## config.mk

```make
export PLATFORM = sky130hd
export DESIGN_NAME = pps_power_status
export DESIGN_NICKNAME = d
export VERILOG_FILES = /design/src/core/pps_pkg.sv /design/src/core/pps_power_status.sv /design/src/core/pps_sync3.sv
export SDC_FILE = /design/constraint.sdc
export NUM_CORES = 1
export LEC_CHECK = 0
export BUFFER_PORTS_ARGS = -buffer_cell sky130_fd_sc_hd__buf_2
export CAP_MARGIN = 20
export CORE_UTILIZATION = 35
export DETAILED_ROUTE_END_ITERATION = 12
export PLACE_DENSITY = 0.53
export REMOVE_ABC_BUFFERS = 1
export SYNTH_ARGS = -nofsm -noshare
export SYNTH_HDL_FRONTEND = slang
export SYNTH_SLANG_ARGS = --single-unit
```

## constraint.sdc

```tcl
create_clock -name core_clk_i -period 4.4 [get_ports core_clk_i]
set_input_delay 0.88 -clock core_clk_i [delete_from_list [all_inputs] [get_ports core_clk_i]]
set_output_delay 0.88 -clock core_clk_i [all_outputs]
set_load 0.02 [all_outputs]
```

## src/core/pps_pkg.sv

```systemverilog
package pps_pkg;

   // register map
   localparam logic [7:0] POWER_STATUS_ADDR  = 8'h1E;
   localparam logic [7:0] POWER_STATUS_RESET = 8'h00;

   // field positions of power_status
   localparam int BIT_DEBUG_ATTACHED = 7;
   localparam int BIT_INIT_PENDING   = 6;
   localparam int BIT_SOURCING_HIGH  = 5;
   localparam int BIT_SOURCING_BUS   = 4;
   localparam int BIT_MONITOR_ON     = 3;
   localparam int BIT_BUS_DETECTED   = 2;
   localparam int BIT_CABLE_SUPPLY   = 1;
   localparam int BIT_CONSUMING      = 0;

   // analog comparator flags, in synchroniser order
   localparam int CMP_ABOVE_4V     = 0;
   localparam int CMP_BELOW_3V5    = 1;
   localparam int CMP_VCONN_CC1    = 2;
   localparam int CMP_VCONN_CC2    = 3;
   localparam int CMP_BELOW_SAFE0V = 4;
   localparam int CMP_WIDTH        = 5;

   // sink disconnect threshold width and its "all zeros" value
   localparam int             SINK_THR_W    = 10;
   localparam logic [9:0]     SINK_THR_ZERO = 10'h000;

   // discharge time limit: figure in us, cycle count derived from clock rate
   localparam int CLK_MHZ             = 100;
   localparam int T_SAFE0V_US         = 1000;
   localparam int DISCHARGE_LIMIT_CYC = T_SAFE0V_US * CLK_MHZ;

   // status register layout, msb first
   typedef struct packed {
      logic debug_accessory_attached;
      logic initialization_pending;
      logic sourcing_high_voltage;
      logic sourcing_bus_power;
      logic bus_power_monitor_on;
      logic bus_power_detected;
      logic cable_supply_detected;
      logic consuming_bus_power;
   } pps_status_t;

   // register read answer
   typedef struct packed {
      logic       valid;
      logic [7:0] data;
   } pps_rd_t;

endpackage

```

## src/core/pps_power_status.sv

```systemverilog
`timescale 1ns/1ps
// How it works
// - Debug accessory detection sets the debug-attached bit, no pin needed.
// - Initialization-pending bit always reads zero; hardware never sets it.
// - High-voltage bit reads one while sourcing above safe 5 V; monitor only.
// - Sourcing bit mirrors whether bus power sourcing is enabled; status only.
// - Monitor-on bit is one while presence detection runs, zero when off.
// - Detected bit sets above 4 V, clears below 3.5 V, hysteresis between.
// - Detected falling, threshold zero, auto discharge on: discharge to safe zero.
// - Cable-supply bit asserts when VCONN is above 2.4 V on CC1 or CC2.
// - Consuming bit is one while sinking bus power, zero when disconnected.
// - Power status sits at offset 0x1E, resets to 0x00, all read only.
// - Auto discharge not reaching safe zero in time latches a failure flag.
module pps_power_status #(
   parameter int DISCHARGE_LIMIT_CYC = pps_pkg::DISCHARGE_LIMIT_CYC
) (
   // clock and reset
   input  wire logic                          core_clk_i,
   input  wire logic                          sys_rst_i,
   // register port from the serial management engine
   input  wire logic                          reg_rd_i,
   input  wire logic                          reg_wr_i,
   input  wire logic [7:0]                    reg_addr_i,
   input  wire logic [7:0]                    reg_wdata_i,
   output pps_pkg::pps_rd_t                   reg_rd_o,
   // analog comparator pins, asynchronous
   input  wire logic                          vbus_above_4v_i,
   input  wire logic                          vbus_below_3v5_i,
   input  wire logic                          vconn_cc1_above_2v4_i,
   input  wire logic                          vconn_cc2_above_2v4_i,
   input  wire logic                          vbus_below_safe0v_i,
   // port control state, same clock
   input  wire logic                          debug_accessory_i,
   input  wire logic                          sourcing_high_voltage_i,
   input  wire logic                          sourcing_bus_power_i,
   input  wire logic                          bus_power_monitor_on_i,
   input  wire logic                          consuming_bus_power_i,
   input  wire logic [pps_pkg::SINK_THR_W-1:0] sink_disc_threshold_i,
   input  wire logic                          auto_discharge_en_i,
   input  wire logic                          auto_discharge_failed_clr_i,
   // discharge control and fault
   output logic                               discharge_en_o,
   output logic                               auto_discharge_failed_o
);

   typedef struct packed {
      pps_pkg::pps_status_t status;
      logic                 discharging;
      logic [31:0]          timer;
      logic                 failed;
      pps_pkg::pps_rd_t     rd;
   } pps_st_t;

   localparam logic [31:0] DIS_LIMIT = 32'(DISCHARGE_LIMIT_CYC);

   pps_st_t                        st_ff;
   pps_st_t                        nxt_st;
   logic [pps_pkg::CMP_WIDTH-1:0] cmp_s;
   logic                           auto_arm;
   logic                           nxt_present;

   // comparator outputs cross into the core clock domain
   pps_sync3 #(
      .W (pps_pkg::CMP_WIDTH)
   ) u_cmp_sync (
      .core_clk_i (core_clk_i),
      .sys_rst_i  (sys_rst_i),
      .async_i    ({vbus_below_safe0v_i, vconn_cc2_above_2v4_i,
                    vconn_cc1_above_2v4_i, vbus_below_3v5_i, vbus_above_4v_i}),
      .sync_o     (cmp_s)
   );

   // discharge arms only with an all-zero sink threshold
   assign auto_arm = (sink_disc_threshold_i == pps_pkg::SINK_THR_ZERO)
                   && auto_discharge_en_i;

   // hysteresis: low threshold wins, band between keeps the last answer
   always_comb begin
      nxt_present = st_ff.status.bus_power_detected;
      if (!bus_power_monitor_on_i) begin
         nxt_present = 1'b0;
      end else if (cmp_s[pps_pkg::CMP_BELOW_3V5]) begin
         nxt_present = 1'b0;
      end else if (cmp_s[pps_pkg::CMP_ABOVE_4V]) begin
         nxt_present = 1'b1;
      end
   end

   // next state; status fields follow hardware only, writes never reach them
   always_comb begin
      nxt_st = st_ff;
      nxt_st.status.debug_accessory_attached = debug_accessory_i;
      nxt_st.status.initialization_pending   = 1'b0;
      nxt_st.status.sourcing_high_voltage    = sourcing_high_voltage_i;
      nxt_st.status.sourcing_bus_power       = sourcing_bus_power_i;
      nxt_st.status.bus_power_monitor_on     = bus_power_monitor_on_i;
      // detected bit may be stale for about 1 ms after enable; software waits
      nxt_st.status.bus_power_detected       = nxt_present;
      nxt_st.status.cable_supply_detected    = cmp_s[pps_pkg::CMP_VCONN_CC1]
                                             | cmp_s[pps_pkg::CMP_VCONN_CC2];
      nxt_st.status.consuming_bus_power      = consuming_bus_power_i;

      // clear goes first so a timeout in the same cycle still sets the flag
      if (auto_discharge_failed_clr_i) begin
         nxt_st.failed = 1'b0;
      end

      // discharge: start on falling detect, stop at safe zero or on timeout
      if (st_ff.discharging) begin
         if (cmp_s[pps_pkg::CMP_BELOW_SAFE0V]) begin
            nxt_st.discharging = 1'b0;
         end else if (st_ff.timer == DIS_LIMIT - 32'h0000_0001) begin
            nxt_st.discharging = 1'b0;
            nxt_st.failed      = 1'b1;
         end else begin
            nxt_st.timer = st_ff.timer + 32'h0000_0001;
         end
      end
      if (st_ff.status.bus_power_detected && !nxt_present && auto_arm) begin
         nxt_st.discharging = 1'b1;
         nxt_st.timer       = 32'h0000_0000;
      end

      // register read; writes are accepted and dropped
      nxt_st.rd.valid = reg_rd_i;
      nxt_st.rd.data  = 8'h00;
      if (reg_rd_i && reg_addr_i == pps_pkg::POWER_STATUS_ADDR) begin
         nxt_st.rd.data = st_ff.status;
      end
   end

   always_ff @(posedge core_clk_i) begin
      if (sys_rst_i) begin
         st_ff        <= '0;
         st_ff.status <= pps_pkg::POWER_STATUS_RESET;
      end else begin
         st_ff <= nxt_st;
      end
   end

   assign reg_rd_o                = st_ff.rd;
   assign discharge_en_o          = st_ff.discharging;
   assign auto_discharge_failed_o = st_ff.failed;

   // write data feeds nothing but the write-drop cover below; the write strobe also feeds chk_write_quiet
   logic wr_unused;
   assign wr_unused = reg_wr_i & (|reg_wdata_i);
endmodule

```

## src/core/pps_sync3.sv

```systemverilog
`timescale 1ns/1ps
// three-stage synchroniser; q follows only once stages two and three agree
module pps_sync3 #(
   parameter int W = 1
) (
   // clock and reset
   input  wire logic         core_clk_i,
   input  wire logic         sys_rst_i,
   // asynchronous in, synchronous out
   input  wire logic [W-1:0] async_i,
   output logic      [W-1:0] sync_o
);

   typedef struct packed {
      logic [W-1:0] s1;
      logic [W-1:0] s2;
      logic [W-1:0] s3;
      logic [W-1:0] q;
   } pps_sync_st_t;

   pps_sync_st_t st_ff;
   pps_sync_st_t nxt_st;

   // stage one feeds stage two only, to keep metastability contained
   always_comb begin
      nxt_st    = st_ff;
      nxt_st.s1 = async_i;
      nxt_st.s2 = st_ff.s1;
      nxt_st.s3 = st_ff.s2;
      for (int i = 0; i < W; i++) begin
         if (st_ff.s2[i] == st_ff.s3[i]) begin
            nxt_st.q[i] = st_ff.s3[i];
         end
      end
   end

   always_ff @(posedge core_clk_i) begin
      if (sys_rst_i) begin
         st_ff <= '0;
      end else begin
         st_ff <= nxt_st;
      end
   end

   assign sync_o = st_ff.q;

endmodule

```

==> results of run 1 <==
layer usage:
metal | global-route usage | part of all wire
met1 | 0.1768 | 0.48
met2 | 0.2369 | 0.47
met3 | 0.04063 | 0.024
met4 | 0.07682 | 0.024
met5 | 0 | 0
worst paths after layout:
path	from	endpoint	slack, ps	cells after the start
hold reg to reg	st_ff[48]	reg_rd_o[5]	430	1
setup / recovery	bus_power_monitor_on_i	st_ff[25]	2300	7
setup reg to reg	st_ff[10]	st_ff[28]	2310	7
hold / removal	st_ff[48]	reg_rd_o[5]	430	1
cell usage after synthesis (all sizes together) (2+ instances only):
| master | instances | share of area |
|---|---|---|
| or4 | 9 | 0.024 |
| nor3 | 3 | 0.0053 |
| o21ai | 14 | 0.026 |
| nor2b | 24 | 0.053 |
| and2 | 10 | 0.023 |
| nand3 | 10 | 0.018 |
| nand4 | 12 | 0.029 |
| nand2 | 19 | 0.029 |
| o31ai | 6 | 0.016 |
| a21oi | 18 | 0.032 |
| nor4b | 4 | 0.015 |
| and4 | 9 | 0.030 |
| xnor2 | 4 | 0.012 |
| clkbuf | 3 | 0.0040 |
| and4bb | 2 | 0.0088 |
| nor2 | 24 | 0.032 |
| nor4 | 7 | 0.015 |
| and3 | 6 | 0.014 |
| or3 | 6 | 0.013 |
| buf | 16 | 0.041 |
| o211ai | 6 | 0.016 |
| dfxtp | 69 | 0.49 |
| xor2 | 12 | 0.037 |
state kept, by name, indices dropped and copies added, names as in the netlist:
name and cells:
st_ff 39, u_cmp_sync.nxt_st 10, reg_rd_o 8, u_cmp_sync.st_ff 5, u_cmp_sync.sync_o 5, auto_discharge_failed_o 1
discharge_en_o 1
power by group through the flow:
stage	sequential [W]	combinational, W	clock, W
2_1_floorplan	0.000650	0.0000117	0
3_3_place_gp	0.000649	0.0000336	0
3_5_place_dp	0.000650	0.0000343	0
4_1_cts	0.000635	0.0000343	0.000549
5_1_grt	0.000636	0.0000378	0.000570
6_report	0.000635	0.0000336	0.000530
logic make-up (layout without fill, tap and decap cells):
logic type / Yosys count / count (layout)
adder cells (fa/ha/maj): 1 / 1
flip-flops: 69 / 69
AND/OR/NAND/NOR: 150 / 150
AO/OA/AOI/OAI: 45 / 45
other: 1 / 1
XOR/XNOR: 16 / 16
buffers and inverters: 19 / 60
through the flow:
stage,setup slack (ps),total power (W),std cells,hold slack [ps]
after floorplan,2049,0.0006612,282,405.7
after global placement,1794,0.0006829,427,407.1
after detailed placement,1788,0.0006839,427,411.3
after CTS,1751,0.001218,443,429.9
after global routing,2108,0.001244,444,447.5
final,2297,0.001198,444,429.4
area by class of cell:
class                      count  area [sq um]
clock buffer                   9         123.9
clock inverter                 7         81.33
fill                         785          4527
multi-input combinational    213          1334
sequential                    69          1381
tap                          102         127.6
timing repair buffer          44         232.7
placed cells by master, fill, tap and decap left out, types with 2 or more instances in the layout:
cell | netlist | final
dfxtp_1 | 69 | 69
buf_2 | 5 | 42
nor2b_1 | 24 | 24
nor2_1 | 24 | 24
a21oi_1 | 18 | 18
nand2_1 | 17 | 17
xor2_1 | 12 | 12
nand4_1 | 11 | 11
nand3_1 | 10 | 10
and2_1 | 9 | 9
or4_1 | 9 | 9
clkbuf_8 | 0 | 9
o21ai_0 | 8 | 8
nor4_1 | 7 | 7
and4_1 | 6 | 6
o31ai_1 | 6 | 6
o211ai_1 | 6 | 6
or3_1 | 6 | 6
and3_1 | 5 | 5
o21ai_1 | 5 | 5
xnor2_1 | 4 | 4
nor4b_1 | 3 | 3
nor3_1 | 3 | 3
inv_6 | 0 | 3
and4_4 | 2 | 2
clkinv_4 | 0 | 2
worst max-delay path, cell delays in order:
cell and delay (ps):
buf_2 90, nand2b_1 70, o2111a_1 290, or2_1 210, buf_4 230, or4_1 530
nand2_1 80
==> impl_metrics.yaml, run 1 <==
synthesis:
  syn_area_sq_mm: 0.002841
  synth_edf_count: 0
  synth_seq_cells: 69
  async_flop_share: 0
  synthMuxAreaShare: 0
  synthAdderAreaFrac: 0.004403
  synth_top_family_by_area: "simple AND/OR/NAND/NOR gates"
  synth_xor_area_frac: 0.04932
  synth-simple-area-share: 0.3210
  synth.distinct_cells: 44
  yosysWarnings: 0
  yosysSeqAreaShare: 0.4861
  syn_area_per_cell_sq_um: 9.440
  synth-main-ff-cell: "dfxtp_1"
  syn_inst: 301
  synth_compound_area_frac: 0.09335
sta:
  timing.fmax_mhz: 475.5
  setup_violations: 0
  worstMarginPinSlew_ps: 541.3
  maxSlewViolCount: 0
  finalCritPeriodShare: 0.4780
  finalCriticalPeriod_ps: 2103
  rsz0062_at_grt: "no"
  setup_tns_ps: 0
  final_hold_viol_count: 0
  slew_headroom: 0.6392
  final.setup_skew_ps: 10.26
routing:
  wirelength_um: 5747
  wire_per_inst_um: 12.94
  drc: 0
  vias_per_cell: 5.034
  drt_iter0_markers: 48
  postRouteAntennaNets: 0
  drt_pass1_iterations: 5
  vias: 2235
grt:
  grt_max_degree: 35
  overflow: 0
  grt_pass1_wl_um: 9687
  track_usage: 0.1466
  grt_pass1_vias: 2060
  antenna_found_initial: 0
pwr:
  internal_power_w: 0.0009183
  switching_power_w: 0.0002798
  peakVddDrop_uv: 180.9
  power_frac_clock: 0.442
  p_leak_nw: 1.258
  combPwrFrac: 0.028
  p_sw_frac: 0.2335
  powerDensity_mw_per_mm2: 365.2
  pwr-share-seq: 0.530
layout:
  antenna_cells: 0
  fin_util: 0.4202
  final_nets: 380
  area_growth_syn_to_layout_pct: 15.46
  drive_gt1_frac: 0.2076
  design_area_sq_mm: 0.003281
clock_tree:
  htreeDepth: 3
  postCtsHoldBufs: 0
  clock-sinks: 69
  clkSlewWorstSetupHoldPaths_ps: 70
  postCtsResizedCells: 0
  clock_path_buffers: 2
  cts_tree: "done"
  cts_root_buf: "clkbuf_8"
  numCtsBuffers: 9
  postCtsSetupBuffers: 0
  clk_latency_ps: 350
worst_hold_path:
  hold_class: "flop to flop"
floorplanning:
  row_count: 32
  die_x_um: 92.10
  dieArea_sq_mm: 0.008482
  die_y_um: 92.10
  ios: 53
  core_area_sq_mm: 0.007807
  start_util: 0.3639
worst_setup_path:
  critPathCaptureType: "flop"
  critPathArrivalTime_ps: 2390
  cp-start-kind: "input pin"
  cp_max_fo: 31
  worstPathRequired_ps: 4690
  criticalPathCategory: "input pin to flop"
place:
  placed_area_sq_mm: 0.003060
  gp_congestion: 0.7491
  io_buffers: 42
  dp_hpwl_um: 3905
flow_run:
  cap_violations: 0
status:
  outcome: "finished clean"
(Power assumes the default switching activity.)
==> run 2, diff against run 1 <==
--- a/config.mk
+++ b/config.mk
@@ -5,6 +5,7 @@
 export SDC_FILE = /design/constraint.sdc
 export NUM_CORES = 1
 export LEC_CHECK = 0
+export ABC_AREA = 1
 export BUFFER_PORTS_ARGS = -buffer_cell sky130_fd_sc_hd__buf_2
 export CAP_MARGIN = 20
 export CORE_UTILIZATION = 35
==> constraint.sdc (replaced) <==
create_clock -name core_clk_i -period 1.7 [get_ports core_clk_i]
set_input_delay 0.34 -clock core_clk_i [delete_from_list [all_inputs] [get_ports core_clk_i]]
set_output_delay 0.34 -clock core_clk_i [all_outputs]
set_load 0.02 [all_outputs]
==> impl_metrics.yaml, run 2 <==
clock_tree:
  clk_latency_ps: 360
  cts_tree: "done"
  clock_path_buffers: 2
  htreeDepth: 3
  cts_root_buf: "clkbuf_8"
  numCtsBuffers: 9
  clkSlewWorstSetupHoldPaths_ps: 90
  postCtsSetupBuffers: 0
  clock-sinks: 69
routing:
  drt_iter0_markers: 220
  wl_met3_um: 450
  wire_per_inst_um: 11.76
  drt_pass1_iterations: 5
  dr.max_layer_used: "met4"
  vias: 3534
  drc: 0
  wl_met2_um: 4154
  vias_per_cell: 4.554
  wirelength_um: 9128
  postRouteAntennaNets: 0
  wl_met1_um: 4368
synthesis:
  synth.distinct_cells: 26
  syn_inst: 567
  synth_edf_count: 0
  yosysSeqAreaShare: 0.3905
  yosys.area.top_type_share: 0.3905
  syn_area_per_cell_sq_um: 6.238
  yosysTopAreaCell: "dfxtp_1"
  synth_seq_cells: 69
  yosysMostFrequentCell: "nand2_1"
  synth-main-ff-cell: "dfxtp_1"
  syn_area_sq_mm: 0.003537
  async_flop_share: 0
  yosys-top-cells-area: "dfxtp_1, nand2_1, nor2_1"
  yosysWarnings: 0
  synth_common_cells: "nand2_1, nor2_1, inv_1"
layout:
  multiInputGateArea_sq_mm: 0.001769
  regArea_sq_mm: 0.001386
  drive_gt1_frac: 0.1991
  final_nets: 681
  antenna_cells: 0
  mostFrequentLayoutCell: "nand2_1"
  area_growth_syn_to_layout_pct: 23.84
  largest_register_ffs: 39
  layout_common_cells: "nand2_1, nor2_1, inv_1"
  fill_cells: 1049
  regMostFlops: "st_ff"
grt:
  grt_max_degree: 21
  grt_pass1_vias: 3154
  grt_pass1_wl_um: 14700
  track_usage: 0.1861
  overflow: 0
  antenna_found_initial: 0
worst_setup_path:
  r2r_slack_ps: 100
  cp-start-kind: "flop"
  critPathArrivalTime_ps: 1900
  critPathMaxStageDelay_ps: 410
  crit_slowest_cell: "nor2_4"
  reg2reg_depth: 8
  worstReg2RegEnd: "st_ff[29]"
  worstPathRequired_ps: 1990
  crit_family: "simple AND/OR/NAND/NOR gates"
  critPathCaptureType: "flop"
  cp_num_buf_inv: 0
  r2r_start: "st_ff[10]"
  criticalPathCategory: "flop to flop"
  cp_max_fo: 17
  path_cells: "ha_2 > nand3_2 > nor2_1 > nand2_1 > nor2_1 > nor2_4 > nand2_1 > a21oi_2"
place:
  gp_congestion: 0.8952
  dp_slack_ps: -137.5
  io_buffers: 42
  dp_hpwl_um: 6833
pwr:
  peakVddDrop_uv: 386.5
  p_leak_nw: 1.823
  powerDensity_mw_per_mm2: 698.8
  finalPower_w: 0.003061
floorplanning:
  start_util: 0.3619
  core_area_sq_mm: 0.009774
  row_count: 36
  ios: 53
  die_x_um: 102.5
  dieArea_sq_mm: 0.01051
  die_y_um: 102.5
sta:
  rsz0062_at_grt: "yes"
  final.setup_skew_ps: 7.806
  timing.fmax_mhz: 623.7
  hold_slack_ps: 175.2
  setup_ws_ps: 96.72
  setup_violations: 0
  maxSlewViolCount: 0
  setup_tns_ps: 0
  finalCritPeriodShare: 0.9431
  final_hold_viol_count: 0
  finalCriticalPeriod_ps: 1603
flow_run:
  cap_violations: 0
worst_hold_path:
  min_delay_path_depth: 3
  hold_class: "input pin to flop"
  min-delay-start: "sourcing_high_voltage_i"
  min_to: "st_ff[48]"
status:
  outcome: "finished clean"
-- run 2: final cells by class --
type,instances,share of cell area
multi-input combinational,393,0.4039
sequential,69,0.3165
timing repair buffer,84,0.1297
inverter,81,0.06941
tap,133,0.03799
clock buffer,9,0.02828
clock inverter,7,0.01428
-- run 2: cells by family (layout without fill, tap and decap cells) --
family,after synthesis,in the layout,synth area share
buf+inv,105,181,0.1305
other cells,1,1,0.001060
compound gates,47,47,0.07004
xor+xnor,7,7,0.01733
simple gates,337,337,0.3870
flops,69,69,0.3905
fa+ha+maj,1,1,0.003537
-- run 2: worst max-delay path by stage --
| stage | start | depth (start not counted) | end |
|---|---|---|---|
| after floorplan | sink_disc_threshold_i[9] | 8 | st_ff[11] |
| after global placement | st_ff[10] | 8 | st_ff[39] |
| after detailed placement | st_ff[10] | 8 | st_ff[39] |
| after CTS | st_ff[17] | 11 | st_ff[21] |
| after global routing | st_ff[10] | 8 | st_ff[29] |
| final | st_ff[10] | 8 | st_ff[29] |
-- run 2: report_power, final --
group	internal [W]	switching [W]
Combinational	0.0000475	0.0000582
Sequential	0.00164	0.00000642
Clock	0.000560	0.000752
Total	0.00224	0.000817
-- run 2: what timing repair did --
| item | CTS | global route |
|---|---|---|
| hold buffers | 0 | 0 |
| gates resized for setup | 1 | 24 |
| setup endpoints to repair | 17 | 33 |
| pin swaps | 0 | 3 |
| gates cloned | 0 | 1 |
-- run 2: stage by stage --
step,area [sq um],util,cells
finish,4380,0.4482,776
global route,4380,0.4482,776
CTS,4284,0.4383,775
detailed placement,4093,0.4187,759
global placement,4093,0.4187,759
floorplan,3379,-,543
-- run 2: layer usage --
layer	up-vias	track usage
met4	0	0.07253
met5	-	0
met2	88	0.2964
met3	14	0.03593
met1	1563	0.2483
li1	1869	-
-- run 2: worst reg2reg max path, cell delays in order, from the launching register on --
cell and delay [ps]:
dfxtp_1 320, ha_2 190, nand3_2 80, nor2_1 50, nand2_1 70, nor2_1 80, nor2_4 410, nand2_1 160
a21oi_2 160
